## src/emb_regs.vh

```
// shared constants for the external memory bus pin block
// assumes a 10 MHz core clock and four clocks per machine cycle
`ifndef EMB_REGS_VH
`define EMB_REGS_VH
`define EMB_CLK_NS 100
`define EMB_CLKS_PER_MC 4
`define EMB_MC_W 2
`define EMB_MC_LAST 2'h3
`define EMB_RST_MC 2
`define EMB_RST_CLKS (`EMB_RST_MC * `EMB_CLKS_PER_MC)
`define EMB_RST_CNT_W 4
`define EMB_STRETCH_W 3
`define EMB_STRETCH_MIN 3'h0
`define EMB_STRETCH_MAX 3'h7
`define EMB_WR_BIT 6
`define EMB_RD_BIT 7
`define EMB_WAIT_BIT 0
`define EMB_REBOOT_BIT 3
`define EMB_ST_IDLE 3'h0
`define EMB_ST_ADDR 3'h1
`define EMB_ST_HOLD 3'h2
`define EMB_ST_DATA 3'h3
`define EMB_ST_WAIT 3'h4
`define EMB_ST_END 3'h5
`define EMB_KIND_CODE 2'h0
`define EMB_KIND_TBL 2'h1
`define EMB_KIND_RD 2'h2
`define EMB_KIND_WR 2'h3
`endif

```

## src/emb_sync.v

```verilog
// two flip-flop synchroniser for one asynchronous pin
// assumes the pin level is unrelated to the core clock
`timescale 1ns/1ps
module emb_sync (
	input wire i_clk,
	input wire i_rst_n,
	input wire i_async,
	output reg o_sync
);
	reg meta;
	always @(posedge i_clk) begin
		if (!i_rst_n) begin
			meta <= 1'b0;
			o_sync <= 1'b0;
		end else begin
			meta <= i_async;
			o_sync <= meta;
		end
	end
endmodule // emb_sync

```

## src/emb_reset.v

```verilog
// reset pin filter: full reset only after a long enough high level
// assumes the reset pin is already synchronised to the core clock
`timescale 1ns/1ps
`include "emb_regs.vh"
module emb_reset (
	input wire i_clk,
	input wire i_rst_n,
	input wire i_pin_high,
	output reg o_reset
);
	reg [`EMB_RST_CNT_W-1:0] cnt;
	always @(posedge i_clk) begin
		if (!i_rst_n) begin
			cnt <= {`EMB_RST_CNT_W{1'b0}};
			o_reset <= 1'b0;
		end else if (!i_pin_high) begin
			cnt <= {`EMB_RST_CNT_W{1'b0}};
			o_reset <= 1'b0;
		end else if (cnt < `EMB_RST_CLKS) begin
			cnt <= cnt + 4'h1;
			o_reset <= 1'b0;
		end else begin
			// a short glitch never reaches the core
			o_reset <= 1'b1;
		end
	end
endmodule // emb_reset

```

## src/emb_bus.v

```verilog
// external memory bus sequencer: drives the pins of ports 0,2,3,4
// assumes the core raises one request at a time and holds it until done
`timescale 1ns/1ps
`include "emb_regs.vh"
module emb_bus (
	input wire I_CORE_CLK,
	input wire I_RST_N,
	input wire i_req,
	input wire [1:0] i_kind,
	input wire [15:0] i_addr,
	input wire [7:0] i_wdata,
	input wire [2:0] i_stretch,
	input wire i_wait_en,
	input wire i_p0_pullup_en,
	input wire [7:0] i_p0_port,
	input wire [7:0] i_p2_port,
	input wire [7:0] i_p3_port,
	input wire [3:0] i_p4_port,
	input wire i_external_access_select_n,
	input wire i_reset_pin,
	input wire [7:0] i_p0,
	input wire [7:0] i_p2,
	input wire [7:0] i_p3,
	input wire [3:0] i_p4,
	output wire o_ack,
	output reg [7:0] o_rdata,
	output wire o_internal,
	output wire o_core_reset,
	output reg o_reboot,
	output reg o_machine_tick,
	output reg [7:0] o_p0,
	output reg [7:0] o_p0_oe,
	output reg o_p0_pullup,
	output reg [7:0] o_p2,
	output reg [7:0] o_p2_oe,
	output reg [7:0] o_p3,
	output reg [7:0] o_p3_oe,
	output reg [3:0] o_p4,
	output reg [3:0] o_p4_oe,
	output reg o_address_latch_strobe,
	output reg o_program_store_strobe_n
);
	reg [`EMB_MC_W-1:0] phase;
	reg [2:0] state;
	reg [2:0] next_state;
	reg [2:0] mc_left;
	reg [1:0] kind;
	reg [15:0] addr;
	reg [7:0] wdata;
	reg ack;
	wire ea_sync;
	wire wait_sync;
	wire reboot_sync;
	wire rst_sync;
	wire [7:0] p0_sync;
	wire mc_end;
	wire is_code;
	wire go_ext;
	reg reboot_prev;
	wire kind_wr;
	wire kind_rd;
	wire data_move;
	wire wait_hold;
	wire [15:0] addr_now;

	// sequencer states, one per bus phase
	localparam [2:0] ST_IDLE = `EMB_ST_IDLE;
	localparam [2:0] ST_ADDR = `EMB_ST_ADDR;
	localparam [2:0] ST_HOLD = `EMB_ST_HOLD;
	localparam [2:0] ST_DATA = `EMB_ST_DATA;
	localparam [2:0] ST_WAIT = `EMB_ST_WAIT;
	localparam [2:0] ST_END = `EMB_ST_END;
	// access kinds as the core codes them
	localparam [1:0] KIND_CODE = `EMB_KIND_CODE;
	localparam [1:0] KIND_TBL = `EMB_KIND_TBL;
	localparam [1:0] KIND_RD = `EMB_KIND_RD;
	localparam [1:0] KIND_WR = `EMB_KIND_WR;

	genvar g;
	generate
		for (g = 0; g < 8; g = g + 1) begin : g_p0
			emb_sync u_s (
				.i_clk(I_CORE_CLK),
				.i_rst_n(I_RST_N),
				.i_async(i_p0[g]),
				.o_sync(p0_sync[g])
			);
		end
	endgenerate
	emb_sync u_ea (
		.i_clk(I_CORE_CLK),
		.i_rst_n(I_RST_N),
		.i_async(i_external_access_select_n),
		.o_sync(ea_sync)
	);
	emb_sync u_wait (
		.i_clk(I_CORE_CLK),
		.i_rst_n(I_RST_N),
		.i_async(i_p4[`EMB_WAIT_BIT]),
		.o_sync(wait_sync)
	);
	emb_sync u_reboot (
		.i_clk(I_CORE_CLK),
		.i_rst_n(I_RST_N),
		.i_async(i_p4[`EMB_REBOOT_BIT]),
		.o_sync(reboot_sync)
	);
	emb_sync u_rpin (
		.i_clk(I_CORE_CLK),
		.i_rst_n(I_RST_N),
		.i_async(i_reset_pin),
		.o_sync(rst_sync)
	);
	emb_reset u_rst (
		.i_clk(I_CORE_CLK),
		.i_rst_n(I_RST_N),
		.i_pin_high(rst_sync),
		.o_reset(o_core_reset)
	);

	// machine cycle base: the address phase lasts a whole machine cycle, the hold and end phases one clock each
	always @(posedge I_CORE_CLK) begin
		if (!I_RST_N) begin
			phase <= {`EMB_MC_W{1'b0}};
			o_machine_tick <= 1'b0;
		end else begin
			phase <= phase + 2'h1;
			o_machine_tick <= (phase == `EMB_MC_LAST);
		end
	end
	assign mc_end = (phase == `EMB_MC_LAST);

	// reboot pin is an edge request to the core
	always @(posedge I_CORE_CLK) begin
		if (!I_RST_N) begin
			reboot_prev <= 1'b0;
			o_reboot <= 1'b0;
		end else begin
			reboot_prev <= reboot_sync;
			o_reboot <= reboot_sync & ~reboot_prev;
		end
	end

	assign is_code = (i_kind == KIND_CODE) || (i_kind == KIND_TBL);
	assign data_move = (i_kind == KIND_RD) || (i_kind == KIND_WR);
	assign kind_wr = (kind == KIND_WR);
	assign kind_rd = (kind == KIND_RD);
	// wait pin is active low and only counts while its function is on
	assign wait_hold = i_wait_en && !wait_sync;
	// first bus edge takes the address straight from the request
	assign addr_now = (state == ST_IDLE) ? i_addr : addr;
	// code with select high never leaves the chip
	assign o_internal = ea_sync;
	assign go_ext = i_req && !(is_code && ea_sync);
	assign o_ack = ack;

	always @* begin
		next_state = state;
		case (state)
			ST_IDLE: begin
				if (go_ext && mc_end && !ack)
					next_state = ST_ADDR;
			end
			ST_ADDR: begin
				if (mc_end)
					next_state = ST_HOLD;
			end
			ST_HOLD: begin
				next_state = ST_DATA;
			end
			ST_DATA: begin
				if (mc_end && mc_left == 3'h0)
					next_state = ST_WAIT;
			end
			ST_WAIT: begin
				// sampled late so the strobe is already seen outside
				if (!wait_hold)
					next_state = ST_END;
			end
			ST_END: begin
				next_state = ST_IDLE;
			end
			default: next_state = ST_IDLE;
		endcase
	end

	always @(posedge I_CORE_CLK) begin
		if (!I_RST_N || o_core_reset) begin
			state <= ST_IDLE;
			mc_left <= 3'h0;
			kind <= KIND_CODE;
			addr <= 16'h0000;
			wdata <= 8'h00;
			ack <= 1'b0;
			o_rdata <= 8'h00;
		end else begin
			state <= next_state;
			ack <= 1'b0;
			if (state == ST_IDLE && next_state == ST_ADDR) begin
				kind <= i_kind;
				addr <= i_addr;
				wdata <= i_wdata;
				// data moves take 2 + stretch machine cycles
				if (data_move)
					mc_left <= i_stretch;
				else
					mc_left <= 3'h0;
			end
			if (state == ST_DATA && mc_end && mc_left != 3'h0)
				mc_left <= mc_left - 3'h1;
			if (state == ST_IDLE && i_req && !go_ext && mc_end &&
				!ack)
				ack <= 1'b1;
			if (state == ST_WAIT && next_state == ST_END) begin
				if (!kind_wr)
					o_rdata <= p0_sync;
			end
			if (state == ST_END)
				ack <= 1'b1;
		end
	end

	// pin drive, registered so the pads never see decode glitches
	always @(posedge I_CORE_CLK) begin
		if (!I_RST_N || o_core_reset) begin
			o_p0 <= 8'hff;
			o_p0_oe <= 8'h00;
			o_p0_pullup <= 1'b0;
			o_p2 <= 8'hff;
			o_p2_oe <= 8'h00;
			o_p3 <= 8'hff;
			o_p3_oe <= 8'h00;
			o_p4 <= 4'hf;
			o_p4_oe <= 4'h0;
			o_address_latch_strobe <= 1'b0;
			o_program_store_strobe_n <= 1'b1;
		end else begin
			o_address_latch_strobe <= (next_state == ST_ADDR);
			o_program_store_strobe_n <= 1'b1;
			o_p0_pullup <= i_p0_pullup_en;
			// pulled-up ports: drive only a low, the pull-up gives high
			o_p2 <= i_p2_port;
			o_p2_oe <= ~i_p2_port;
			o_p3 <= i_p3_port;
			o_p3_oe <= ~i_p3_port;
			o_p4 <= i_p4_port;
			o_p4_oe <= ~i_p4_port;
			if (i_wait_en)
				o_p4_oe[`EMB_WAIT_BIT] <= 1'b0;
			// open-drain port zero outside bus cycles
			o_p0 <= i_p0_port;
			o_p0_oe <= ~i_p0_port;
			case (next_state)
				ST_ADDR, ST_HOLD: begin
					// address stays through the strobe fall
					o_p0 <= addr_now[7:0];
					o_p0_oe <= 8'hff;
				end
				ST_DATA, ST_WAIT, ST_END: begin
					o_p0 <= wdata;
					o_p0_oe <= kind_wr ? 8'hff : 8'h00;
					if (next_state != ST_END) begin
						if (kind_wr)
							o_p3[`EMB_WR_BIT] <= 1'b0;
						else if (kind_rd)
							o_p3[`EMB_RD_BIT] <= 1'b0;
						else
							o_program_store_strobe_n <= 1'b0;
						if (kind_wr)
							o_p3_oe[`EMB_WR_BIT] <= 1'b1;
						else if (kind_rd)
							o_p3_oe[`EMB_RD_BIT] <= 1'b1;
					end
				end
				default: begin
				end
			endcase
			if (next_state != ST_IDLE) begin
				o_p2 <= addr_now[15:8];
				o_p2_oe <= 8'hff;
			end
		end
	end
endmodule // emb_bus

```

## config.mk

```make
export PLATFORM = sky130hd
export DESIGN_NAME = emb_bus
export DESIGN_NICKNAME = d
export VERILOG_FILES = /design/src/emb_sync.v /design/src/emb_reset.v /design/src/emb_bus.v
export VERILOG_INCLUDE_DIRS = /design/src
export SDC_FILE = /design/constraint.sdc
export NUM_CORES = 1
export LEC_CHECK = 0
export ABC_AREA = 1
export BUFFER_PORTS_ARGS = -buffer_cell sky130_fd_sc_hd__buf_2
export CELL_PAD_IN_SITES_DETAIL_PLACEMENT = 1
export CELL_PAD_IN_SITES_GLOBAL_PLACEMENT = 2
export CORE_AREA = 2 2 130 132
export DETAILED_ROUTE_END_ITERATION = 10
export DIE_AREA = 0 0 132 134
export PLACE_DENSITY = 0.87
export SLEW_MARGIN = 20
export SYNTH_ARGS = -nofsm -noshare
export SYNTH_HDL_FRONTEND = slang
export SYNTH_SLANG_ARGS = --single-unit
```

## constraint.sdc

```tcl
create_clock -name I_CORE_CLK -period 3.2 [get_ports I_CORE_CLK]
set_input_delay 0.32 -clock I_CORE_CLK [delete_from_list [all_inputs] [get_ports I_CORE_CLK]]
set_output_delay 0.32 -clock I_CORE_CLK [all_outputs]
set_load 0.02 [all_outputs]
```

# After elaboration in Yosys (flattened, before gate mapping)

Index checks and enable logic that the tools add are counted.

Bits in registers: 134
Bits of input ports: 92
Logic and storage cells: 141

Add/subtract/negate cells: 3
Magnitude comparators: 1
Equal/unequal tests: 17
Mux-type cells: 28
Bitwise gates (word level): 9
Reduce and logical (&&, ||, !) cells: 34

Operators by type and width:

| cell                | count |
|---|---|
| $pmux 8 s2          | 2 |
| $mux 8              | 3 |
| $not 8->8           | 3 |
| $mux 3              | 7 |
| $mux 16             | 1 |
| $pmux 3 s5          | 1 |
| $logic_and 1x1->1   | 14 |
| $eq 3x2->1 const B  | 4 |
| $eq 3x3->1 const B  | 4 |
| $eq 2x2->1 const B  | 5 |
| $mux 1              | 10 |
| $mux 2              | 4 |
| $eq 3x1->1 const B  | 2 |
| $logic_not 3->1     | 2 |
| $reduce_bool 3->1   | 2 |
| $logic_not 1->1     | 5 |
| $add 4x1->4 const B | 1 |
| $lt 4x4->1 const B  | 1 |
| $not 1->1           | 4 |
| $not 4->4           | 1 |
| $reduce_and 2->1    | 2 |
| $reduce_or 2->1     | 2 |
| $reduce_or 4->1     | 1 |
| $logic_or 1x1->1    | 3 |
| other kinds (8)     | 8 |

# Depth between registers and ports, before layout

Gate-level depths: netlist of the first run.

Depth in word-level cells: 13
Gate-level depth with buffers: 12
Gate-level depth less buffers: 11

# Hierarchy

A second synthesis of the first run with hierarchy kept.

Cell total of the unflattened synthesis: 575
Area total of the unflattened synthesis: 4798.4 µm²

By module, submodules not included:

| module    | times used | cells each | area each (µm²) | seq. area each (µm²) |
|---|---|---|---|---|
| emb_bus   | 1          | 480        | 3948.8          | 2102.0 |
| emb_sync  | 12         | 6          | 55.1            | 40.0 |
| emb_reset | 1          | 23         | 188.9           | 100.1 |

# Least setup slack after synthesis of the first run

No wires, ideal clock.

Path type: register to register
From: register phase[0]
To: register o_p2[6]
Library setup time: 0.122 ns
Arrival time: 1.469 ns
Data required time: 3.078 ns
Path slack: 1.609 ns
Cell stages (with the launch flop): 11
Cells stage by stage: dfxtp_1 -> ha_1 -> clkbuf_1 -> nand3_1 -> nor2_2 -> nand2_2 -> nand2_2 -> nand2_4 -> buf_6 -> nand4_1 -> nand3_1

Word-level cells in the longest chain between the ends: 7
Elaborated cells on any way between the ends: 10
Classes of those cells: eq/ne: 1; mux: 5; reduce/logical: 4

RTL lines:

| item                           | RTL line      | RTL |
|---|---|---|
| start, declared                | emb_bus.v:43  | `` reg [`EMB_MC_W-1:0] phase; `` |
| start signal, assigned         | emb_bus.v:124 | `` phase <= {`EMB_MC_W{1'b0}}; `` |
| start signal, assigned         | emb_bus.v:127 | `phase <= phase + 2'h1;` |
| $eq 2x2->1 (no source line) *  | --            |  |
| via mc_end                     | emb_bus.v:56  | `wire mc_end;` |
| $logic_and 1x1->1 (2 in a row) | emb_bus.v:161 | `if (go_ext && mc_end && !ack)` |
| $mux 3                         | emb_bus.v:161 |  |
| $pmux 3 s5 *                   | emb_bus.v:159 | `case (state)` |
| $reduce_bool 3->1 *            | emb_bus.v:278 | `if (next_state != ST_IDLE) begin` |
| $mux 8 *                       | emb_bus.v:278 |  |
| end signal, assigned           | emb_bus.v:242 | `o_p2 <= i_p2_port;` |
| end signal, assigned           | emb_bus.v:279 | `o_p2 <= addr_now[15:8];` |
| end, declared                  | emb_bus.v:34  | `output reg [7:0] o_p2,` |

The timed path passes the listed nets; every way through them passes the cells marked *.
A chain may end at the register's enable or synchronous reset.

# Worst setup path after layout of the first run

From: register state[2]
To: register o_p0_oe[5]

Word-level cells in the longest chain between the ends: 5
Elaborated cells on any way between the ends: 18
Classes of those cells: eq/ne: 9; mux: 6; reduce/logical: 3

RTL lines:

| item                                                      | RTL line      | RTL |
|---|---|---|
| start, declared                                           | emb_bus.v:44  | `reg [2:0] state;` |
| start signal, assigned                                    | emb_bus.v:197 | `state <= next_state;` |
| $eq 3x3->1 (tied with other cells)                        | emb_bus.v:159 |  |
| $pmux 3 s5 *                                              | emb_bus.v:159 |  |
| $eq 3x3->1 (tied with other cells)                        | emb_bus.v:253 | `case (next_state)` |
| $reduce_or 3->1 / $reduce_or 2->1 (equally long branches) | emb_bus.v:253 |  |
| $pmux 8 s2 *                                              | emb_bus.v:253 |  |
| end signal, assigned                                      | emb_bus.v:252 | `o_p0_oe <= ~i_p0_port;` |
| end signal, assigned                                      | emb_bus.v:261 | `o_p0_oe <= kind_wr ? 8'hff : 8'h00;` |
| end, declared                                             | emb_bus.v:32  | `output reg [7:0] o_p0_oe,` |

Mark *: on every way between the ends. The rest lies on a longest branch, timed or not.

==> results by group, run 1 <==
Synth
  • Mapped Avg Cell Area: 8.65 sq um
  • Most common flop cell mapped by yosys: sky130_fd_sc_hd__dfxtp_1
  • Yosys warning count: 0
  • Count of cell types in the netlist: 32
  • Cell types with the largest area share after synthesis: sky130_fd_sc_hd__dfxtp_1, sky130_fd_sc_hd__nand2_1, sky130_fd_sc_hd__inv_1
  • Library cell occupying the most area in the post-synthesis netlist: sky130_fd_sc_hd__dfxtp_1
  • EDFF count, synth: 0
  • Most common cell in the synthesized netlist: sky130_fd_sc_hd__dfxtp_1
  • Portion of synthesized cell area occupied by the leading cell type: 56.0%
  • Summed instance area of the synthesized netlist: 4790 sq um
  • Total nets after synthesis: 650
  • Proportion of synthesized chip area in sequential cells: 56.0%
  • Async S/R FF share, synth: 0%
  • Count of state elements after synthesis: 134
  • Most frequent cells after synthesis: sky130_fd_sc_hd__dfxtp_1, sky130_fd_sc_hd__nand2_1, sky130_fd_sc_hd__inv_1
  • Number of standard cells after synthesis: 554

Final layout
  • Fraction of layout cells with a size suffix above 1: 33.8%
  • Number of cells in the finished layout apart from fillers: 933
  • Register containing the most flip-flops in the final layout: addr
  • Max reg flops: 16
  • Number of nets in the layout: 795
  • Area growth, synth to finish: 31.9%

Drt
  • DRC violations left: 0
  • Number of routed nets with antenna violations: 0
  • Overall routed net length: 13,400 um
  • Mean routed wirelength per cell: 14.4 um
  • Via count of the routed design: 4,129
  • First DRT Iteration DRCs: 127
  • Number of optimization iterations in the first detailed-route pass: 4
  • Via count normalized by instance count: 4.43

Floorplanning
  • Initial Util: 29.4%
  • Core Rows: 47
  • Core region area: 16,300 sq um
  • Die area: 17,700 sq um
  • Floorplan die width: 132 um
  • Die outline height: 134 um
  • IO Pins: 164

Critical path
  • CP Launch Type: register
  • Endpoint type of the worst setup path: register
  • Highest net fanout along the worst path: 19
  • Data arrival at the endpoint of the critical path: 2.49 ns
  • Required time at the worst-slack endpoint: 3.49 ns
  • Crit path kind: reg2reg

GRT
  • Overall track demand over capacity in global routing: 15.6%
  • Total congestion overflow after global routing: 0
  • Via count of the first global-routing pass: 4,442
  • Maximum number of pins on one net before global-route repair: 39
  • Antenna violations before repair: 1
  • Wire length of the first global-routing pass: 21,800 um

STA
  • RSZ-0062 raised after global routing: false
  • Maximum operating frequency: 454 MHz
  • Final period utilization: 68.8%
  • Setup TNS after final layout: 0 ns
  • Final clock skew: 0.00550 ns
  • Final slew viol count: 0
  • Worst-case headroom to the max-slew limit: 56.8%
  • Actual slew at the worst max-slew pin: 0.645 ns
  • Hold violation count in the final report: 0
  • Number of endpoints failing setup at the final stage: 0
  • Post-layout minimum cycle time: 2.20 ns

Placement
  • GPL Wtd Cong: 0.705
  • Detailed placer's ending HPWL: 9500 um
  • I/O Buffers: 145
  • Number of cells in the design after placement: 900

Power and ir drop
  • Switching part of the total: 24.5%
  • Leakage power total: 3.10 nW
  • Total power of the final layout: 4.10 mW
  • Power Internal: 3.10 mW
  • Portion of total power attributed to combinational logic: 8.5%
  • Clock share of power: 48.4%
  • PwrDens: 649 nW/um^2
  • Net switching component of the power: 1.00 mW
  • Relative contribution of sequential cells to total power: 43.1%
  • Worst-case vdd ir drop: 0.384 mV

Run status
  • Run status: completed

Clocking
  • Clock latency on the worst-skew pair: 0.42 ns
  • Buffer count from post-CTS setup fixing: 0
  • Clock sink count: 134
  • Hold buffer count at cts: 0
  • Root buffer cell: sky130_fd_sc_hd__clkbuf_16
  • Total of cells resized after clock tree synthesis: 0
  • CTS tree: yes
  • Maximum number of buffers from clock root to sink: 2
  • H-tree levels: 4
  • Clock transition at the register clock pins on the worst setup and hold paths after CTS: 0.06 ns
  • Cts bufs inserted: 17

Min path
  • Tightest Hold Check Type: in2reg

Run
  • Maximum Capacitance Violations: 0
-- layout by cell type, fill, tap and decap left out, types with 2 or more instances in the layout --
cell	count
sky130_fd_sc_hd__buf_2	145
sky130_fd_sc_hd__dfxtp_1	134
sky130_fd_sc_hd__nand2_1	100
sky130_fd_sc_hd__inv_1	70
sky130_fd_sc_hd__nor2_1	55
sky130_fd_sc_hd__a21oi_1	40
sky130_fd_sc_hd__o21ai_0	24
sky130_fd_sc_hd__nand3_1	19
sky130_fd_sc_hd__nand4_1	18
sky130_fd_sc_hd__clkbuf_16	17
sky130_fd_sc_hd__mux2_2	15
sky130_fd_sc_hd__nand3_2	11
sky130_fd_sc_hd__nand2_2	10
sky130_fd_sc_hd__inv_2	7
sky130_fd_sc_hd__clkinvlp_4	7
sky130_fd_sc_hd__nor2_2	4
sky130_fd_sc_hd__ha_1	4
sky130_fd_sc_hd__buf_4	4
sky130_fd_sc_hd__nor2_4	3
sky130_fd_sc_hd__nand2_4	3
sky130_fd_sc_hd__inv_6	3
sky130_fd_sc_hd__bufinv_16	3
sky130_fd_sc_hd__nor3_2	2
sky130_fd_sc_hd__or2_2	2
sky130_fd_sc_hd__clkinv_2	2
-- worst max-delay path, stage by stage, from the launching register on --
cell and delay (ns):
sky130_fd_sc_hd__dfxtp_1 0.47, sky130_fd_sc_hd__inv_2 0.13, sky130_fd_sc_hd__nand2_4 0.27, sky130_fd_sc_hd__nor2_2 0.07, sky130_fd_sc_hd__nand2_2 0.26, sky130_fd_sc_hd__nand2_2 0.11, sky130_fd_sc_hd__nand2_4 0.24, sky130_fd_sc_hd__nand2_4 0.16
sky130_fd_sc_hd__nor2_4 0.24, sky130_fd_sc_hd__a21oi_1 0.12
-- through the flow --
stage | util (%) | worst slack (ns) | hold slack (ns) | area (sq um)
final | 38.8 | 0.999 | 0.0725 | 6320
after global routing | 38.8 | 0.810 | 0.0525 | 6320
after CTS | 38.8 | 0.962 | 0.0530 | 6320
after detailed placement | 35.1 | 1.01 | 0.385 | 5710
after global placement | 35.1 | 1.09 | 0.374 | 5710
after floorplan | - | 1.61 | 0.368 | 4790
-- final timing paths --
kind | startpoint | endpoint | slack [ns] | cells past startpoint
setup / recovery | state[2]$_SDFF_PP0_ | o_p0_oe[5]$_SDFF_PP0_ | 1.0 | 9
hold / removal | i_p3_port[3] | o_p3_oe[3]$_SDFF_PP0_ | 0.07 | 2
setup reg to reg | state[2]$_SDFF_PP0_ | o_p0_oe[5]$_SDFF_PP0_ | 1.0 | 9
hold reg to reg | reboot_prev$_SDFF_PN0_ | o_reboot$_SDFF_PN0_ | 0.39 | 1
-- logic make-up (layout without fill, tap and decap cells) --
logic type | after synthesis | count (layout) | share of synthesized area (%)
buffers and inverters | 101 | 259 | 8.57
other | 0 | 1 | 0
AND/OR/NAND/NOR | 230 | 230 | 23.2
adder cells (fa/ha/maj) | 4 | 4 | 1.04
AO/OA/AOI/OAI | 68 | 68 | 7.26
multiplexers | 15 | 15 | 3.53
flip-flops | 134 | 134 | 56.0
XOR/XNOR | 2 | 2 | 0.366
-- area by class of cell --
type / instances / area [sq um]
fillers: 1981 / 9970
flip-flops and latches: 134 / 2680
multi-input cells: 319 / 1700
repair buffers: 149 / 756
clock buffers: 17 / 425
inverters: 78 / 298
well taps: 220 / 275
clock inverters: 15 / 179
diodes: 1 / 2.50
-- power by group through the flow --
| stage | Sequential (mW) | Clock (mW) | Combinational (mW) |
|---|---|---|---|
| after floorplan | 1.87 | 0 | 0.143 |
| after global placement | 1.80 | 0 | 0.341 |
| after detailed placement | 1.80 | 0 | 0.351 |
| after CTS | 1.77 | 2.03 | 0.354 |
| after global routing | 1.77 | 2.11 | 0.384 |
| final | 1.77 | 1.99 | 0.348 |
-- metal layers --
layer / vias to the layer above / track usage, % / routed length, um
li1: 2039 / - / -
met1: 1986 / 17.2 / 5640
met2: 92 / 28.1 / 6900
met5: - / 0 / 0
met3: 12 / 5.18 / 732
met4: 0 / 5.62 / 171
(Power assumes the default switching activity.)
==> inputs of run 2 (changes only) <==
ABC_AREA = 0   (was 1)
PLACE_DENSITY = 0.83   (was 0.87)
clock period = 2.1 ns   (was 3.2 ns; I/O delays follow)
==> run 2 against run 1 <==
  * Clock skew increased by 0.0026 ns
  * Combinational power grew to 3.6 times the previous value
  * Core utilization up 1.9 points
  * Area after synthesis shrank 3.1%
  * Cell area rose by 5.0%
  * Flip-flop and latch count stayed put
  * Hold slack got worse by 0.058 ns
  * Global-route usage up 0.56 points
  * Clock power is 55% higher
  * Die area stayed put
  * Largest cell class unchanged
  * Sequential power grew 59%
  * Count of clock-buffer cells in the layout up 4
==> results by group, run 2 <==
STA
  • Worst-case headroom to the max-slew limit: 46.9% (was 56.8%)
  • Post-layout minimum cycle time: 1.99 ns (was 2.20 ns)
  • Hold violation count in the final report: 0 (unchanged)
  • Final clock skew: 0.00810 ns (was 0.00550 ns)
  • Actual slew at the worst max-slew pin: 0.797 ns (was 0.645 ns)
  • RSZ-0062 raised after global routing: false (unchanged)
  • Number of endpoints failing setup at the final stage: 0 (unchanged)
  • Setup TNS after final layout: 0 ns (unchanged)
  • Final period utilization: 94.9% (was 68.8%)
  • Maximum operating frequency: 502 MHz (was 454 MHz)
  • Final slew viol count: 0 (unchanged)

Synth
  • Library cell occupying the most area in the post-synthesis netlist: sky130_fd_sc_hd__dfxtp_1 (unchanged)
  • Yosys warning count: 0 (unchanged)
  • Count of cell types in the netlist: 44 (was 32)
  • Mapped Avg Cell Area: 9.76 sq um (was 8.65 sq um)
  • Main combinational cell family by area after synthesis: simple AND/OR/NAND/NOR gates (unchanged)
  • Portion of synthesized cell area occupied by the leading cell type: 57.8% (was 56.0%)
  • Post-synthesis share of cell area spent on full adders, half adders and majority gates: 1.08% (was 1.04%)
  • Most frequent cells after synthesis: sky130_fd_sc_hd__dfxtp_1, sky130_fd_sc_hd__nand2_1, sky130_fd_sc_hd__a21oi_1 (was sky130_fd_sc_hd__dfxtp_1, sky130_fd_sc_hd__nand2_1, sky130_fd_sc_hd__inv_1)
  • Synthesized-area fraction occupied by ao, oa, aoi and oai cells: 13.3% (was 7.26%)
  • Total nets after synthesis: 572 (was 650)
  • Cell types with the largest area share after synthesis: sky130_fd_sc_hd__dfxtp_1, sky130_fd_sc_hd__nand2_1, sky130_fd_sc_hd__a21oi_1 (was sky130_fd_sc_hd__dfxtp_1, sky130_fd_sc_hd__nand2_1, sky130_fd_sc_hd__inv_1)
  • EDFF count, synth: 0 (unchanged)
  • Post-Synth Simple-Gate Area: 19.2% (was 23.2%)
  • Most common flop cell mapped by yosys: sky130_fd_sc_hd__dfxtp_1 (unchanged)
  • Multiplexer fraction of the synthesized cell area: 3.91% (was 3.53%)
  • Count of state elements after synthesis: 134 (unchanged)
  • Proportion of synthesized chip area in sequential cells: 57.8% (was 56.0%)
  • Synthesized-area fraction occupied by xor and xnor cells: 0.754% (was 0.366%)
  • Async S/R FF share, synth: 0% (unchanged)
  • Summed instance area of the synthesized netlist: 4640 sq um (was 4790 sq um)
  • Number of standard cells after synthesis: 476 (was 554)
  • Most common cell in the synthesized netlist: sky130_fd_sc_hd__dfxtp_1 (unchanged)

Clocking
  • Root buffer cell: sky130_fd_sc_hd__clkbuf_16 (unchanged)
  • Buffer count from post-CTS setup fixing: 0 (unchanged)
  • Clock transition at the register clock pins on the worst setup and hold paths after CTS: 0.06 ns (about the same)
  • Clock sink count: 134 (unchanged)
  • Cts bufs inserted: 17 (unchanged)
  • Maximum number of buffers from clock root to sink: 2 (unchanged)
  • Clock latency on the worst-skew pair: 0.42 ns (about the same)
  • H-tree levels: 4 (unchanged)
  • CTS tree: yes (unchanged)

GRT
  • Total congestion overflow after global routing: 0 (unchanged)
  • Overall track demand over capacity in global routing: 16.2% (was 15.6%)
  • Wire length of the first global-routing pass: 22,400 um (was 21,800 um)
  • Antenna violations before repair: 2 (was 1)
  • Maximum number of pins on one net before global-route repair: 32 (was 39)
  • Via count of the first global-routing pass: 4,416 (was 4,442)

Placement
  • I/O Buffers: 145 (unchanged)
  • Area post-placement: 5690 sq um (was 5710 sq um)
  • GPL Wtd Cong: 0.777 (was 0.705)
  • Detailed placer's ending HPWL: 9610 um (was 9500 um)

Floorplanning
  • IO Pins: 164 (unchanged)
  • Core Rows: 47 (unchanged)
  • Die outline height: 134 um (unchanged)
  • Die area: 17,700 sq um (unchanged)
  • Core region area: 16,300 sq um (unchanged)
  • Initial Util: 28.5% (was 29.4%)
  • Floorplan die width: 132 um (unchanged)

Final layout
  • Leading cell type in the layout, fill and taps excluded: sky130_fd_sc_hd__buf_2 (unchanged)
  • Area growth, synth to finish: 42.8% (was 31.9%)
  • Leading cell types in the layout, fill and taps excluded: sky130_fd_sc_hd__buf_2, sky130_fd_sc_hd__dfxtp_1, sky130_fd_sc_hd__nand2_1, sky130_fd_sc_hd__a21oi_1, sky130_fd_sc_hd__dlygate4sd3_1 (was sky130_fd_sc_hd__buf_2, sky130_fd_sc_hd__dfxtp_1, sky130_fd_sc_hd__nand2_1, sky130_fd_sc_hd__inv_1, sky130_fd_sc_hd__nor2_1)
  • Filler cells: 1,911 (was 1,981)
  • Register containing the most flip-flops in the final layout: addr (unchanged)
  • Fraction of layout cells with a size suffix above 1: 31.1% (was 33.8%)
  • Max reg flops: 16 (unchanged)
  • Number of nets in the layout: 759 (was 795)
  • Post-route cell area: 6630 sq um (was 6320 sq um)
  • Area taken by multi-input logic gates: 1810 sq um (was 1700 sq um)
  • Sequential cell area: 2680 sq um (unchanged)

Drt
  • Via count of the routed design: 4,096 (was 4,129)
  • Via count normalized by instance count: 4.57 (was 4.43)
  • First DRT Iteration DRCs: 146 (was 127)
  • Number of optimization iterations in the first detailed-route pass: 4 (unchanged)
  • Number of routed nets with antenna violations: 0 (unchanged)
  • Mean routed wirelength per cell: 15.5 um (was 14.4 um)
  • DRC violations left: 0 (unchanged)
  • Overall routed net length: 13,900 um (was 13,400 um)

Critical path
  • Data arrival at the endpoint of the critical path: 2.33 ns (was 2.49 ns)
  • Required time at the worst-slack endpoint: 2.43 ns (was 3.49 ns)
  • Endpoint type of the worst setup path: register (unchanged)
  • R2R cell count: 5 (was 9)
  • CP Launch Type: register (unchanged)
  • Crit path kind: reg2reg (unchanged)
  • Highest net fanout along the worst path: 9 (was 19)

Min path
  • Number of cells on the worst hold path: 2 (unchanged)
  • Tightest Hold Check Type: in2reg (unchanged)

Power and ir drop
  • PwrDens: 1080 nW/um^2 (was 649 nW/um^2)
  • Total power of the final layout: 7.17 mW (was 4.10 mW)
  • Worst-case vdd ir drop: 0.603 mV (was 0.384 mV)
  • Leakage power total: 2.82 nW (was 3.10 nW)

Run
  • Maximum Capacitance Violations: 0 (unchanged)

Run status
  • Run status: completed (unchanged)
## run 2: cell families (layout without fill, tap and decap cells)
logic type / Yosys count / after routing
adders and majority gates: 4 / 4
AOI/OAI and AO/OA: 97 / 97
DFF: 134 / 134
muxes: 18 / 18
buffers and inverters: 42 / 242
other: 0 / 1
xor gates and xnor gates: 4 / 4
and+or+nand+nor: 177 / 177
## run 2: final timing paths
path	startpoint	slack, ns	end
worst max-delay path	phase[0]$_SDFF_PN0_	0.11	o_p0_oe[0]$_SDFF_PP0_
worst min-delay path	i_p4[0]	0.01	u_wait.meta$_SDFF_PN0_
worst max register to register	phase[0]$_SDFF_PN0_	0.11	o_p0_oe[0]$_SDFF_PP0_
worst min register to register	reboot_prev$_SDFF_PN0_	0.39	o_reboot$_SDFF_PN0_
## run 2: layer usage
metal  part of all wire (%)  global-route usage [%]  wire (um)  vias to the layer above
li1                       -                       -          -                     1989
met2                     51                    28.0       7110                       98
met5                      0                       0          0                        -
met1                     41                    18.0       5660                     1987
met4                    1.9                    6.28        266                        0
met3                    6.0                    6.27        826                       22
## run 2: worst max-delay path: stages, from the launching register on
cell and delay (ns):
sky130_fd_sc_hd__dfxtp_1 0.34, sky130_fd_sc_hd__ha_1 0.22, sky130_fd_sc_hd__nand4bb_4 0.16, sky130_fd_sc_hd__or3_4 0.49, sky130_fd_sc_hd__a2111o_2 0.56, sky130_fd_sc_hd__o211ai_1 0.13
## run 2: timing repair
action | 4_1_cts | 5_1_grt
resized for setup | 0 | 3
setup endpoints to repair | 0 | 10
hold endpoints to repair | 40 | 0
hold buffers | 31 | 0
## run 2: final cells by class
| type | count | share of cell area, % |
|---|---|---|
| Sequential cell | 134 | 40.4 |
| Clock inverter | 11 | 2.21 |
| Multi-Input combinational cell | 300 | 27.3 |
| Inverter | 13 | 0.736 |
| Timing Repair Buffer | 197 | 18.0 |
| Tap cell | 220 | 4.15 |
| Antenna cell | 1 | 0.0377 |
| Clock buffer | 21 | 7.09 |
## run 2: power by group
group	switching [mW]	internal, mW
Combinational	0.779	0.491
Sequential	0.0648	2.76
Clock	1.12	1.96
Total	1.96	5.21
## run 2: per-stage QoR
step | hold slack (ns) | setup WS (ns) | cells | util [%]
after detailed placement | 0.382 | 0.0344 | 833 | 34.9
after CTS | 0.00000336 | 0.0198 | 896 | 40.6
after global routing | 0.00101 | 0.00441 | 897 | 40.7
final | 0.0148 | 0.107 | 897 | 40.7
after floorplan | 0.282 | 0.208 | 476 | -
after global placement | 0.379 | 0.143 | 833 | 34.9
==> inputs of run 3 (changes only) <==
CORE_AREA = 2 2 137 139   (was 2 2 130 132)
DIE_AREA = 0 0 139 141   (was 0 0 132 134)
GPL_TIMING_DRIVEN = 0   (was unset)
PLACE_DENSITY = 0.79   (was 0.83)
clock period = 1.7 ns   (was 2.1 ns; I/O delays follow)
==> run 3 against run 2 <==
  * The flow now finishes with violations (setup timing)
  * Count of clock-buffer cells in the layout shrank 2
  * Global-route usage rose by 0.18 points
  * Cell count is 7.8% higher
  * Clock power up 26%
  * First-iteration DRC count is 2.7% lower
  * Non-clock buffer count is 53 higher
  * Total power increased by 30%
  * Register-to-register slack got worse by 0.38 ns
  * Largest cell class unchanged
==> results by group, run 3 (same netlist as run 2, synthesis figures left out) <==
GRT
  • Wire length of the first global-routing pass: 25,000 um (was 22,400 um)
  • Maximum number of pins on one net before global-route repair: 17 (was 32)
  • Overall track demand over capacity in global routing: 16.4% (was 16.2%)
  • Total congestion overflow after global routing: 0 (unchanged)
  • Via count of the first global-routing pass: 4,778 (was 4,416)
  • Antenna violations before repair: 2 (unchanged)

Floorplanning
  • Initial Util: 25.4% (was 28.5%)
  • IO Pins: 164 (unchanged)
  • Die outline height: 141 um (was 134 um)
  • Die area: 19,600 sq um (was 17,700 sq um)
  • Floorplan die width: 139 um (was 132 um)
  • Core region area: 18,300 sq um (was 16,300 sq um)
  • Core Rows: 50 (was 47)

Power and ir drop
  • Leakage power total: 3.27 nW (was 2.82 nW)
  • Worst-case vdd ir drop: 0.731 mV (was 0.603 mV)
  • PwrDens: 1220 nW/um^2 (was 1080 nW/um^2)
  • Total power of the final layout: 9.35 mW (was 7.17 mW)

Critical path
  • CP Launch Type: register (unchanged)
  • Data arrival at the endpoint of the critical path: 2.32 ns (was 2.33 ns)
  • Required time at the worst-slack endpoint: 2.04 ns (was 2.43 ns)
  • R2R cell count: 7 (was 5)
  • Crit path kind: reg2reg (unchanged)
  • Endpoint type of the worst setup path: register (unchanged)
  • Worst reg2reg startpoint: phase[0]$_SDFF_PN0_ (unchanged)
  • Flop-to-flop setup slack: -0.27 ns (was 0.11 ns)
  • Worst reg2reg path endpoint: o_rdata[6]$_SDFFE_PP0P_ (was o_p0_oe[0]$_SDFF_PP0_)
  • Setup crit start: phase[0]$_SDFF_PN0_ (unchanged)
  • Highest net fanout along the worst path: 8 (was 9)
  • Critical Path End: o_rdata[6]$_SDFFE_PP0P_ (was o_p0_oe[0]$_SDFF_PP0_)

Min path
  • Tightest Hold Check Type: in2reg (unchanged)

Placement
  • Area post-placement: 5680 sq um (was 5690 sq um)
  • I/O Buffers: 145 (unchanged)
  • GPL Wtd Cong: 0.817 (was 0.777)
  • Detailed placer's ending HPWL: 10,900 um (was 9610 um)

STA
  • RSZ-0062 raised after global routing: true (was false)
  • Final period utilization: 116% (was 94.9%)
  • Maximum operating frequency: 507 MHz (was 502 MHz)
  • Final clock skew: 0.0115 ns (was 0.00810 ns)
  • Hold violation count in the final report: 0 (unchanged)
  • Actual slew at the worst max-slew pin: 0.691 ns (was 0.797 ns)
  • Post-layout minimum cycle time: 1.97 ns (was 1.99 ns)
  • Final slew viol count: 0 (unchanged)
  • Number of endpoints failing setup at the final stage: 60 (was 0)
  • Worst-case headroom to the max-slew limit: 53.9% (was 46.9%)
  • Setup TNS after final layout: -9.24 ns (was 0 ns)
  • Minimum setup slack in the final design: -0.273 ns (was 0.107 ns)

Final layout
  • Leading cell type in the layout, fill and taps excluded: sky130_fd_sc_hd__buf_2 (unchanged)
  • Register containing the most flip-flops in the final layout: addr (unchanged)
  • Final core occ: 42.0% (was 40.7%)
  • Area growth, synth to finish: 65.4% (was 42.8%)
  • Max reg flops: 16 (unchanged)
  • Post-route cell area: 7680 sq um (was 6630 sq um)
  • Number of nets in the layout: 812 (was 759)
  • Leading cell types in the layout, fill and taps excluded: sky130_fd_sc_hd__buf_2, sky130_fd_sc_hd__dfxtp_1, sky130_fd_sc_hd__nand2_1, sky130_fd_sc_hd__dlygate4sd3_1, sky130_fd_sc_hd__and2_1 (was sky130_fd_sc_hd__buf_2, sky130_fd_sc_hd__dfxtp_1, sky130_fd_sc_hd__nand2_1, sky130_fd_sc_hd__a21oi_1, sky130_fd_sc_hd__dlygate4sd3_1)
  • Fraction of layout cells with a size suffix above 1: 42.9% (was 31.1%)

Clocking
  • Clock transition at the register clock pins on the worst setup and hold paths after CTS: 0.06 ns (about the same)
  • Clock sink count: 134 (unchanged)
  • H-tree levels: 4 (unchanged)
  • Root buffer cell: sky130_fd_sc_hd__clkbuf_16 (unchanged)
  • Clock latency on the worst-skew pair: 0.42 ns (about the same)
  • Maximum number of buffers from clock root to sink: 2 (unchanged)
  • Cts bufs inserted: 17 (unchanged)
  • CTS tree: yes (unchanged)

Run status
  • Failing checks: setup timing
  • Run status: finished with violations (was completed)

Drt
  • Number of optimization iterations in the first detailed-route pass: 4 (unchanged)
  • Mean routed wirelength per cell: 16.8 um (was 15.5 um)
  • Via count of the routed design: 4,388 (was 4,096)
  • Overall routed net length: 16,200 um (was 13,900 um)
  • First DRT Iteration DRCs: 142 (was 146)
  • Number of routed nets with antenna violations: 0 (unchanged)
  • Via count normalized by instance count: 4.54 (was 4.57)
  • DRC violations left: 0 (unchanged)

Run
  • Maximum Capacitance Violations: 0 (unchanged)
run 3: cell types whose count changed in the layout (fill, tap and decap cells not counted), sizes merged:
cell and change:
buf +18, clkinvlp +1, clkinv -2, clkbuf +17, dlygate4sd3 +16, inv +3
diode +3
run 3: per-layer routing:
layer / wire, um / up-vias / global-route usage, %
met3: 817 / 25 / 5.43
met1: 6950 / 2137 / 19.1
met4: 311 / 0 / 5.53
met2: 8150 / 110 / 28.3
li1: - / 2116 / -
met5: 0 / - / 0
run 3: worst max-delay path, stage by stage (launching register included):
cell and delay [ns]:
sky130_fd_sc_hd__dfxtp_2 0.35, sky130_fd_sc_hd__ha_4 0.17, sky130_fd_sc_hd__nand4bb_4 0.14, sky130_fd_sc_hd__or3_4 0.44, sky130_fd_sc_hd__buf_6 0.13, sky130_fd_sc_hd__a221oi_4 0.26
sky130_fd_sc_hd__buf_12 0.18, sky130_fd_sc_hd__mux2i_2 0.21
run 3: repair_timing:
action	in CTS	in global routing
pin swaps	40	29
setup buffers	19	10
resized for setup	108	66
endpoints found under the hold margin	56	0
gates cloned	4	2
endpoints found under the setup margin	78	86
hold buffers	47	0
run 3: how the worst min path moves through the flow:
stage	to	slack, ns	from	depth (start not counted)
after floorplan	o_p4_oe[0]$_SDFF_PP0_	0.24	i_wait_en	1
after global placement	o_p3_oe[1]$_SDFF_PP0_	0.34	i_p3_port[1]	2
after detailed placement	o_p4_oe[3]$_SDFF_PP0_	0.34	i_p4_port[3]	2
after CTS	wdata[1]$_SDFFE_PP0P_	0.0007	i_wdata[1]	3
after global routing	wdata[1]$_SDFFE_PP0P_	0.003	i_wdata[1]	3
final	wdata[1]$_SDFFE_PP0P_	0.006	i_wdata[1]	3
run 3: through the flow:
| step | hold slack (ns) | instances | setup slack [ns] |
|---|---|---|---|
| after floorplan | 0.242 | 476 | -0.0981 |
| after global placement | 0.340 | 855 | -0.449 |
| after detailed placement | 0.345 | 855 | -0.513 |
| after CTS | 0.000684 | 956 | -0.258 |
| after global routing | 0.00339 | 964 | -0.347 |
| final | 0.00605 | 967 | -0.273 |
run 3: power by group:
| group | total [mW] | switching, mW | leakage (nW) | internal (mW) |
|---|---|---|---|---|
| logic | 1.95 | 1.14 | 1.86 | 0.808 |
| registers | 3.50 | 0.0970 | 1.11 | 3.41 |
| clock network | 3.89 | 1.48 | 0.299 | 2.41 |
| total | 9.35 | 2.73 | 3.27 | 6.62 |
run 3: layout make-up:
class	count	area, sq um
Sequential cell	134	2690
Multi-Input combinational cell	300	2250
Timing Repair Buffer	222	1520
Antenna cell	4	10.0
Buffer	28	253
Clock inverter	13	169
Clock buffer	19	453
Inverter	13	48.8
Tap cell	234	293
Fill cell	2069	10600
